File: config.mk
export PLATFORM = sky130hd
export DESIGN_NAME = lfdt_top
export DESIGN_NICKNAME = d
export VERILOG_FILES = /design/src/common/lfdt_pkg.sv /design/src/rtl/lfdt_chan.sv /design/src/rtl/lfdt_top.sv
export VERILOG_INCLUDE_DIRS = /design/src /design/src/common
export SDC_FILE = /design/constraint.sdc
export NUM_CORES = 1
export LEC_CHECK = 0
export ABC_AREA = 1
export BUFFER_PORTS_ARGS = -buffer_cell sky130_fd_sc_hd__clkbuf_2
export CAP_MARGIN = 0
export CORE_MARGIN = 2
export CORE_UTILIZATION = 50
export DETAILED_ROUTE_END_ITERATION = 12
export GPL_ROUTABILITY_DRIVEN = 0
export PLACE_DENSITY = 0.74
export SETUP_SLACK_MARGIN = 0.15
export SLEW_MARGIN = 10
export SYNTH_ARGS = -nofsm -noshare
export SYNTH_HDL_FRONTEND = slang
export SYNTH_SLANG_ARGS = --single-unit
File: constraint.sdc
create_clock -name i_core_clk -period 3 [get_ports i_core_clk]
set_input_delay 0.3 -clock i_core_clk [delete_from_list [all_inputs] [get_ports i_core_clk]]
set_output_delay 0.3 -clock i_core_clk [all_outputs]
set_load 0.01 [all_outputs]
File: src/common/lfdt_defs.svh
// constants for the local flowthrough transfer engine
// assumes inclusion by bare name from the package only; the design modules use its macros without including it
`ifndef LFDT_DEFS_SVH
`define LFDT_DEFS_SVH
`define LFDT_ADDR_W 16
`define LFDT_DATA_W 16
`define LFDT_CNT_W 16
`define LFDT_NCHAN 2
`define LFDT_NPORT 4
`define LFDT_NDREQ 3
`define LFDT_DREQ_NONE 2'h0
`define LFDT_STEP_WORD 16'h0002
`define LFDT_STEP_BYTE 16'h0001
`define LFDT_STEP_NONE 16'h0000
`define LFDT_BE_NONE 2'h0
`define LFDT_BE_WORD 2'h3
`define LFDT_BE_LO 2'h1
`define LFDT_BE_HI 2'h2
`define LFDT_CNT_LAST 16'h0001
`define LFDT_MODE_STANDALONE 1'b0
`endif

File: src/common/lfdt_pkg.sv
// types and helpers shared by the transfer engine modules
// assumes lfdt_defs.svh is on the include path
package lfdt_pkg;
`include "lfdt_defs.svh"

  // gray codes along idle, arbitrate, read, write
  typedef enum logic [1:0] {
    LFDT_IDLE = 2'h0,
    LFDT_ARB = 2'h1,
    LFDT_READ = 2'h3,
    LFDT_WRITE = 2'h2
  } lfdt_state_type;

  typedef struct packed {
    logic byte_mode;
    logic burst;
    logic src_inc;
    logic dst_inc;
    logic [1:0] dreq_sel;
  } lfdt_cfg_type;

  typedef struct packed {
    logic [`LFDT_ADDR_W-1:0] src;
    logic [`LFDT_ADDR_W-1:0] dst;
    logic [`LFDT_CNT_W-1:0] cnt;
    lfdt_cfg_type cfg;
  } lfdt_setup_type;

  typedef struct packed {
    logic rd;
    logic wr;
    logic [1:0] be;
    logic [`LFDT_ADDR_W-1:0] addr;
    logic [`LFDT_DATA_W-1:0] wdata;
  } lfdt_bus_type;

  // next address after one unit, by byte or word step
  function automatic logic [`LFDT_ADDR_W-1:0] lfdt_adv(
    input logic [`LFDT_ADDR_W-1:0] addr, input logic inc, input logic byte_mode);
    logic [`LFDT_ADDR_W-1:0] step;
    step = !inc ? `LFDT_STEP_NONE : (byte_mode ? `LFDT_STEP_BYTE : `LFDT_STEP_WORD);
    return addr + step;
  endfunction

  // byte lanes for one access
  function automatic logic [1:0] lfdt_lane(input logic a0, input logic byte_mode);
    return !byte_mode ? `LFDT_BE_WORD : (a0 ? `LFDT_BE_HI : `LFDT_BE_LO);
  endfunction
endpackage

File: src/rtl/lfdt_chan.sv
// one transfer channel: addresses, unit count and run state
// assumes the top only steps an active channel and owns the bus cycles
`timescale 1ns/1ps
module lfdt_chan
  import lfdt_pkg::*;
(
  input wire logic i_core_clk,
  input wire logic i_rstn,
  input wire logic i_start,
  input wire lfdt_setup_type i_setup,
  input wire logic i_step,
  output logic o_active,
  output logic o_done,
  output lfdt_setup_type o_setup
);

  logic last_unit;
  assign last_unit = (o_setup.cnt == `LFDT_CNT_LAST);

  ////////////////////////////////////////////////////////////////////
  // load on start, advance per completed pair; a count of zero means 65536
  always_ff @(posedge i_core_clk or negedge i_rstn) begin
    if (!i_rstn) begin
      o_active <= 1'b0;
      o_done <= 1'b0;
      o_setup <= '0;
    end else begin
      o_done <= 1'b0;
      if (i_start && !o_active) begin
        o_setup <= i_setup;
        o_active <= 1'b1;
      end else if (i_step && o_active) begin
        o_setup.src <= lfdt_adv(o_setup.src, o_setup.cfg.src_inc, o_setup.cfg.byte_mode);
        o_setup.dst <= lfdt_adv(o_setup.dst, o_setup.cfg.dst_inc, o_setup.cfg.byte_mode);
        o_setup.cnt <= o_setup.cnt - `LFDT_CNT_LAST;
        if (last_unit) begin
          o_active <= 1'b0;
          o_done <= 1'b1;
        end
      end
    end
  end

  ////////////////////////////////////////////////////////////////////
  property p_chan_stop;
    @(posedge i_core_clk) disable iff (!i_rstn)
      (i_step && o_active && last_unit) |=> (!o_active && o_done) ##1 !o_done;
  endproperty
  a_chan_stop: assert property (p_chan_stop) else $error("channel did not stop at zero");

  property p_chan_dec;
    @(posedge i_core_clk) disable iff (!i_rstn)
      (i_step && o_active && !last_unit) |=>
        (o_active && o_setup.cnt == $past(o_setup.cnt) - `LFDT_CNT_LAST);
  endproperty
  a_chan_dec: assert property (p_chan_dec) else $error("count not decremented once");

  c_chan_done: cover property (@(posedge i_core_clk) disable iff (!i_rstn) o_done);
endmodule

File: src/rtl/lfdt_top.sv
// two-channel flowthrough transfer engine on the local 16-bit bus
// assumes a local arbiter granting the bus and a one-clock-or-longer cycle ended by ack
// Summary of operation
// - two independent channels, each moving up to 64K units per operation
// - source and destination are 16-bit local bus addresses
// - serial and parallel port requests can pace each channel
// - bus shared between channels and processor; bursts keep the bus
// - every unit is a source read then a destination write
// - read data sits in a holding register until written
// - the write is issued in the bus cycle right after the read
// - memory and i/o addresses are handled alike as source or destination
// - standalone: backplane transceivers off, backplane selects ignored
// - standalone: processor references to system bus space are aborted
// - transfers work on full words or single bytes
// - the id switch chooses standalone or peripheral processor mode
// - each port receiving data raises an interrupt request
// - pending port requests are served lowest port number first
`timescale 1ns/1ps
module lfdt_top
  import lfdt_pkg::*;
#(
  parameter int NPORT = `LFDT_NPORT
)(
  input wire logic i_core_clk,
  input wire logic i_rstn,
  input wire logic i_id_switch,
  input wire logic [`LFDT_NCHAN-1:0] i_start,
  input wire lfdt_setup_type i_setup0,
  input wire lfdt_setup_type i_setup1,
  input wire logic i_pri_ch1,
  input wire logic [`LFDT_NDREQ-1:0] i_port_dreq,
  input wire logic i_bus_grant,
  input wire logic i_bus_ack,
  input wire logic [`LFDT_DATA_W-1:0] i_bus_rdata,
  output logic o_bus_req,
  output lfdt_bus_type o_bus,
  output logic [`LFDT_NCHAN-1:0] o_busy,
  output logic [`LFDT_NCHAN-1:0] o_done,
  input wire logic i_cpu_sys_ref,
  output logic o_cpu_abort,
  input wire logic i_bp_sel,
  output logic o_bp_local_hit,
  output logic o_xcvr_en,
  input wire logic [NPORT-1:0] i_port_rx,
  input wire logic i_irq_ack,
  output logic o_irq_req,
  output logic [$clog2(NPORT)-1:0] o_irq_id
);

  if (NPORT < 2 || NPORT > 8) begin : g_chk
    $error("NPORT must lie between 2 and 8");
  end

  ////////////////////////////////////////////////////////////////////
  // pin synchroniser: id switch, backplane select, port requests
  localparam int NSYNC = `LFDT_NDREQ + 2;
  logic [NSYNC-1:0] meta_reg;
  logic [NSYNC-1:0] sync_reg;
  always_ff @(posedge i_core_clk or negedge i_rstn) begin
    if (!i_rstn) begin
      meta_reg <= '0;
      sync_reg <= '0;
    end else begin
      meta_reg <= {i_port_dreq, i_bp_sel, i_id_switch};
      sync_reg <= meta_reg;
    end
  end

  logic id_s;
  logic bp_sel_s;
  logic [`LFDT_NDREQ-1:0] dreq_s;
  logic standalone;
  assign id_s = sync_reg[0];
  assign bp_sel_s = sync_reg[1];
  assign dreq_s = sync_reg[NSYNC-1:2];
  assign standalone = (id_s == `LFDT_MODE_STANDALONE);

  ////////////////////////////////////////////////////////////////////
  // mode-dependent backplane isolation and abort of system references
  always_ff @(posedge i_core_clk or negedge i_rstn) begin
    if (!i_rstn) begin
      o_xcvr_en <= 1'b0;
      o_bp_local_hit <= 1'b0;
      o_cpu_abort <= 1'b0;
    end else begin
      o_xcvr_en <= !standalone;
      o_bp_local_hit <= !standalone && bp_sel_s;
      o_cpu_abort <= standalone && i_cpu_sys_ref;
    end
  end

  ////////////////////////////////////////////////////////////////////
  // channels
  lfdt_setup_type ch_setup [`LFDT_NCHAN];
  logic [`LFDT_NCHAN-1:0] ch_step;
  lfdt_chan u_ch0 (
    .i_core_clk(i_core_clk), .i_rstn(i_rstn), .i_start(i_start[0]), .i_setup(i_setup0),
    .i_step(ch_step[0]), .o_active(o_busy[0]), .o_done(o_done[0]), .o_setup(ch_setup[0])
  );
  lfdt_chan u_ch1 (
    .i_core_clk(i_core_clk), .i_rstn(i_rstn), .i_start(i_start[1]), .i_setup(i_setup1),
    .i_step(ch_step[1]), .o_active(o_busy[1]), .o_done(o_done[1]), .o_setup(ch_setup[1])
  );

  // a paced channel only runs while its selected port request is high;
  // sync delay means the peripheral must drop its request early enough
  function automatic logic paced_ok(input lfdt_cfg_type cfg, input logic [`LFDT_NDREQ-1:0] dq);
    logic [1:0] idx;
    idx = cfg.dreq_sel - 2'h1;
    return (cfg.dreq_sel == `LFDT_DREQ_NONE) || dq[idx];
  endfunction

  logic [`LFDT_NCHAN-1:0] elig;
  logic pick1;
  logic any_elig;
  assign elig[0] = o_busy[0] && paced_ok(ch_setup[0].cfg, dreq_s);
  assign elig[1] = o_busy[1] && paced_ok(ch_setup[1].cfg, dreq_s);
  assign any_elig = |elig;
  assign pick1 = elig[1] && (!elig[0] || i_pri_ch1);

  ////////////////////////////////////////////////////////////////////
  // transfer sequencer
  lfdt_state_type state_reg;
  lfdt_state_type state_next;
  logic cur_reg;
  logic [`LFDT_DATA_W-1:0] hold_reg;
  lfdt_setup_type cur_setup;
  logic keep_bus;
  logic [7:0] rd_byte;
  assign cur_setup = ch_setup[cur_reg];
  assign rd_byte = cur_setup.src[0] ? i_bus_rdata[15:8] : i_bus_rdata[7:0];
  // burst keeps the bus only if this channel still has units and is still paced
  assign keep_bus = cur_setup.cfg.burst && cur_setup.cnt != `LFDT_CNT_LAST
    && paced_ok(cur_setup.cfg, dreq_s);
  assign ch_step[0] = (state_reg == LFDT_WRITE) && i_bus_ack && !cur_reg;
  assign ch_step[1] = (state_reg == LFDT_WRITE) && i_bus_ack && cur_reg;

  always_comb begin
    state_next = state_reg;
    unique case (state_reg)
      LFDT_IDLE: if (any_elig) state_next = LFDT_ARB;
      LFDT_ARB: begin
        if (!any_elig) state_next = LFDT_IDLE;
        else if (i_bus_grant) state_next = LFDT_READ;
      end
      LFDT_READ: if (i_bus_ack) state_next = LFDT_WRITE;
      LFDT_WRITE: if (i_bus_ack) state_next = keep_bus ? LFDT_ARB : LFDT_IDLE;
    endcase
  end

  // bus strobes are registered; the write follows the read ack directly
  always_ff @(posedge i_core_clk or negedge i_rstn) begin
    if (!i_rstn) begin
      state_reg <= LFDT_IDLE;
      cur_reg <= 1'b0;
      hold_reg <= '0;
      o_bus_req <= 1'b0;
      o_bus <= '0;
    end else begin
      state_reg <= state_next;
      unique case (state_reg)
        LFDT_IDLE: o_bus_req <= any_elig;
        LFDT_ARB: begin
          o_bus_req <= any_elig;
          if (any_elig && i_bus_grant) begin
            cur_reg <= pick1;
            o_bus.rd <= 1'b1;
            o_bus.addr <= ch_setup[pick1].src;
            o_bus.be <= lfdt_lane(ch_setup[pick1].src[0], ch_setup[pick1].cfg.byte_mode);
          end
        end
        LFDT_READ: if (i_bus_ack) begin
          hold_reg <= cur_setup.cfg.byte_mode ? {rd_byte, rd_byte} : i_bus_rdata;
          o_bus.rd <= 1'b0;
          o_bus.wr <= 1'b1;
          o_bus.addr <= cur_setup.dst;
          o_bus.be <= lfdt_lane(cur_setup.dst[0], cur_setup.cfg.byte_mode);
          o_bus.wdata <= cur_setup.cfg.byte_mode ? {rd_byte, rd_byte} : i_bus_rdata;
        end
        LFDT_WRITE: if (i_bus_ack) begin
          o_bus.wr <= 1'b0;
          o_bus.be <= `LFDT_BE_NONE;
          o_bus_req <= keep_bus;
        end
      endcase
    end
  end

  ////////////////////////////////////////////////////////////////////
  // port receive interrupts: sticky pending, lowest index served first
  localparam int IW = $clog2(NPORT);
  function automatic logic [IW-1:0] first_set(input logic [NPORT-1:0] v);
    logic [IW-1:0] r;
    r = '0;
    for (int k = NPORT - 1; k >= 0; k--) begin
      if (v[k]) r = IW'(k);
    end
    return r;
  endfunction

  logic [NPORT-1:0] pend_reg;
  logic [NPORT-1:0] pend_next;
  logic [NPORT-1:0] clr_mask;
  assign clr_mask = (i_irq_ack && o_irq_req) ? (NPORT'(1) << o_irq_id) : '0;
  // a new receive in the acknowledge cycle wins over the clear
  assign pend_next = (pend_reg & ~clr_mask) | i_port_rx;

  always_ff @(posedge i_core_clk or negedge i_rstn) begin
    if (!i_rstn) begin
      pend_reg <= '0;
      o_irq_req <= 1'b0;
      o_irq_id <= '0;
    end else begin
      pend_reg <= pend_next;
      o_irq_req <= |pend_next;
      o_irq_id <= first_set(pend_next);
    end
  end

  ////////////////////////////////////////////////////////////////////
  // checks
  property p_wr_follows;
    @(posedge i_core_clk) disable iff (!i_rstn)
      (state_reg == LFDT_READ && i_bus_ack) |=>
        (o_bus.wr && !o_bus.rd && o_bus.addr == cur_setup.dst && o_bus.wdata == hold_reg);
  endproperty
  a_wr_follows: assert property (p_wr_follows) else $error("write not next after read");

  property p_hold_stable;
    @(posedge i_core_clk) disable iff (!i_rstn)
      (state_reg == LFDT_WRITE && $past(state_reg) == LFDT_WRITE) |-> $stable(hold_reg);
  endproperty
  a_hold_stable: assert property (p_hold_stable) else $error("held data changed");

  property p_wr_after_rd;
    @(posedge i_core_clk) disable iff (!i_rstn)
      $rose(o_bus.wr) |-> $past(state_reg) == LFDT_READ && $past(o_bus.rd);
  endproperty
  a_wr_after_rd: assert property (p_wr_after_rd) else $error("write without read");

  property p_one_owner;
    @(posedge i_core_clk) disable iff (!i_rstn)
      (state_reg == LFDT_READ) |-> ##1 (cur_reg == $past(cur_reg)) && !(o_bus.rd && o_bus.wr);
  endproperty
  a_one_owner: assert property (p_one_owner) else $error("channel changed mid pair");

  property p_abort;
    @(posedge i_core_clk) disable iff (!i_rstn)
      (standalone && i_cpu_sys_ref) |=> o_cpu_abort;
  endproperty
  a_abort: assert property (p_abort) else $error("system reference not aborted");

  property p_isolate;
    @(posedge i_core_clk) disable iff (!i_rstn)
      standalone [*2] |-> !o_xcvr_en && !o_bp_local_hit;
  endproperty
  a_isolate: assert property (p_isolate) else $error("backplane not isolated");

  property p_rx_irq;
    @(posedge i_core_clk) disable iff (!i_rstn)
      (|i_port_rx) |=> o_irq_req && pend_reg != '0;
  endproperty
  a_rx_irq: assert property (p_rx_irq) else $error("receive raised no request");

  property p_irq_prio;
    @(posedge i_core_clk) disable iff (!i_rstn)
      o_irq_req |-> pend_reg[o_irq_id] && ((pend_reg & ((NPORT'(1) << o_irq_id) - 1'b1)) == '0);
  endproperty
  a_irq_prio: assert property (p_irq_prio) else $error("lower port passed over");

  property p_byte_lane;
    @(posedge i_core_clk) disable iff (!i_rstn)
      (o_bus.rd && cur_setup.cfg.byte_mode) |-> o_bus.be != `LFDT_BE_WORD;
  endproperty
  a_byte_lane: assert property (p_byte_lane) else $error("byte access on both lanes");

  c_burst: cover property (@(posedge i_core_clk) disable iff (!i_rstn)
    state_reg == LFDT_WRITE && i_bus_ack && keep_bus);
  c_byte: cover property (@(posedge i_core_clk) disable iff (!i_rstn)
    o_bus.wr && o_bus.be == `LFDT_BE_HI);
  c_abort: cover property (@(posedge i_core_clk) disable iff (!i_rstn) o_cpu_abort);
  c_both: cover property (@(posedge i_core_clk) disable iff (!i_rstn) elig == 2'h3);
endmodule

==> summary.txt <==
Synthesis
  – Synthesized area per cell: 7.54 um^2
  – Cell Area, Synth: 10400 um^2
  – Main synth FF type: dfrtp_1
  – Register area share after synthesis: 0.416
  – Post-synthesis register bit count: 172
  – Yosys cell types: 54
  – Post-synth ARST share: 1.00
  – Gate Count Post-Synth: 1373
  – Post-synth EDFFs: 0
  – Synth Warn #: 0
  – Mapped Nets: 1534

Drt
  – DR iter-0 viols: 879
  – Wire length per cell: 15.9 um
  – Drt first pass iters: 7
  – Vias per Instance: 5.53
  – Via Count: 10100
  – Total Wirelength: 28.9 mm
  – DRC violations left: 0
  – Number of nets still failing antenna checks after routing: 0

Pwr
  – Clock power share: 0.202
  – Int Pwr: 0.00595 W
  – Sequential share of power: 0.366
  – Sw frac: 0.441
  – Combinational share of power: 0.432
  – Psw: 0.00469 W
  – VDD IR max: 0.465 mV
  – P_leak: 5.92 nW
  – Pwr Density: 885 nW/um^2

Setup path
  – CP startpoint kind: flip-flop
  – CP endpoint kind: flip-flop
  – WP data required: 3.32 ns
  – Critical path class: flip-flop to flip-flop
  – Worst-path fanout max: 6
  – Worst EP arrival: 2.74 ns
  – FF-to-FF path depth: 13

Timing
  – Max Freq: 414 MHz
  – RSZ-0062 raised after global routing: false
  – Final hold vios: 0
  – # setup viols final: 0
  – Max Slew Vio Count: 0
  – Worst Tran Pin Value: 0.765 ns
  – Clock skew: 0.0107 ns
  – Slew HR: 0.489
  – Fin Hold WS: 0.0678 ns
  – Tmin final: 2.42 ns
  – Period Utilization, post-route: 0.805
  – Setup TNS: 0 ns

Cells and area
  – Cell area after layout: 12000 um^2
  – Nets: 1695
  – Most common cell after layout, fill and taps aside: nand2_1
  – Number of antenna diodes: 0
  – Share of layout cells above drive strength 1: 0.203
  – Most frequent cells in the layout: nand2_1 (306), clkbuf_2 (187), dfrtp_1 (172), inv_1 (138)
  – Largest regs: u_ch0.o_setup: 54 flops, u_ch1.o_setup: 54 flops, o_bus: 36 flops
  – Area Overhead vs Synth: 16.2%
  – FILL cells: 1886

GRT
  – Wire length of the first global-routing pass: 46.5 mm
  – All-layer global routing usage: 0.266
  – Vias in the first global route: 9369
  – Grt ovf: 0
  – Largest net degree at the start of global routing: 81
  – Initial antenna violation count: 1

Placed design
  – Buffers on Ports: 188
  – Hpwl dp: 20.7 mm
  – Area post-placement: 11400 um^2

Clock network
  – CTS Buf Count: 17
  – CTS Hold Bufs: 6
  – Sink Count: 172
  – CTS Root Cell: clkbuf_16
  – CTS H-tree lvls: 4
  – Clock Pin Slew Worst Setup and Hold Paths: 0.07 ns
  – Worst skew pair latency: 0.44 ns
  – Bufs on Longest Clock Path: 2
  – Post-CTS Resized: 0
  – TritonCTS clock tree: built
  – Setup Buffers After CTS: 0

Die
  – Vert. Die Dim: 148 um
  – DIE AREA: 21900 um^2
  – Row cnt: 52
  – Core Area: 20300 um^2
  – Top Ports: 189
  – Die Width: 148 um
  – Initial Util: 0.510

Min path
  – Hold Crit Class: input port to flip-flop
  – Min-Delay Path Depth: 3

Job
  – Max-cap violations: 0

Outcome
  – Status: complete, no violations
power by group through the flow:
stage	Clock, W	Sequential (W)	Combinational, W
floorplan	0	0.00383	0.00336
global placement	0	0.00388	0.00443
detailed placement	0	0.00391	0.00454
CTS	0.00218	0.00388	0.00458
global route	0.00229	0.00401	0.00517
finish	0.00215	0.00390	0.00460
path summary, 6_finish.rpt:
kind	from	slack (ns)	endpoint
max	u_ch1.o_setup[5]$_DFFE_PN0P_	0.58	u_ch1.o_setup[50]$_DFFE_PN0P_
min	i_cpu_sys_ref	0.07	o_cpu_abort$_DFF_PN0_
max reg2reg	u_ch1.o_setup[5]$_DFFE_PN0P_	0.58	u_ch1.o_setup[50]$_DFFE_PN0P_
min reg2reg	meta_reg[2]$_DFF_PN0_	0.35	sync_reg[2]$_DFF_PN0_
max in group asynchronous	i_rstn	1.79	u_ch0.o_setup[17]$_DFFE_PN0P_
min in group asynchronous	i_rstn	0.40	o_irq_id[0]$_DFF_PN0_
routing by layer:
layer | up-vias | share of wire | GRT usage
met5 | - | 0 | 0
met4 | 0 | 0.022 | 0.0771
met3 | 44 | 0.073 | 0.0500
met2 | 384 | 0.46 | 0.418
met1 | 4725 | 0.45 | 0.376
li1 | 4897 | - | -
kinds of logic (layout without fill, tap and decap cells):
family / after synthesis / in the layout / share of synthesized area
AOI/OAI and AO/OA: 288 / 288 / 0.171
DFF: 172 / 172 / 0.416
xor gates and xnor gates: 9 / 9 / 0.00761
buffers and inverters: 222 / 396 / 0.0929
and+or+nand+nor: 663 / 663 / 0.286
adders and majority gates: 19 / 19 / 0.0259
Yosys cell counts, drive strengths merged, types with 2 or more instances:
master | n | share of area
nand2 | 325 | 0.12
dfrtp | 172 | 0.42
inv | 156 | 0.057
nand3 | 142 | 0.077
nor2 | 138 | 0.052
o21ai | 113 | 0.056
a21oi | 64 | 0.035
buf | 49 | 0.030
nor3 | 30 | 0.015
o211ai | 28 | 0.020
nand4 | 19 | 0.011
clkbuf | 17 | 0.0062
o21a | 17 | 0.012
o22ai | 17 | 0.010
ha | 15 | 0.018
a31oi | 11 | 0.0066
a211oi | 10 | 0.0073
xor2 | 8 | 0.0068
a22oi | 5 | 0.0036
o21bai | 5 | 0.0036
a32oi | 4 | 0.0034
fa | 4 | 0.0077
nor4 | 4 | 0.0024
o31ai | 4 | 0.0029
o221a | 3 | 0.0033
o311ai | 2 | 0.0017
o32ai | 2 | 0.0017
or2 | 2 | 0.0012
metrics by stage:
stage               cells  setup WS (ns)  total power, W   util
floorplan            1373          0.906         0.00719      -
global placement     1779          0.701         0.00831  0.562
detailed placement   1779          0.591         0.00844  0.562
CTS                  1817          0.588          0.0106  0.593
global route         1817          0.251          0.0115  0.593
finish               1817          0.584          0.0106  0.593
cell type report:
type / count / area (um^2) / area share
Clock buffer: 20 / 457 / 0.0380
Inverter: 156 / 591 / 0.0491
Timing Repair Buffer: 208 / 1140 / 0.0945
Clock inverter: 12 / 105 / 0.00874
Tap cell: 270 / 338 / 0.0281
Multi-Input combinational cell: 979 / 5100 / 0.424
Sequential cell: 172 / 4300 / 0.358
critical path, cell delays in order (launching register included):
cell	delay, ns
dfrtp_1	0.41
nand2_1	0.07
inv_1	0.05
ha_1	0.15
inv_1	0.05
fa_1	0.38
nor2_1	0.33
nand2_1	0.16
nor2_2	0.15
nand4_1	0.13
nor2_1	0.18
nand3_1	0.09
nand3_1	0.08
nand3_1	0.07
(Power assumes the default switching activity.)
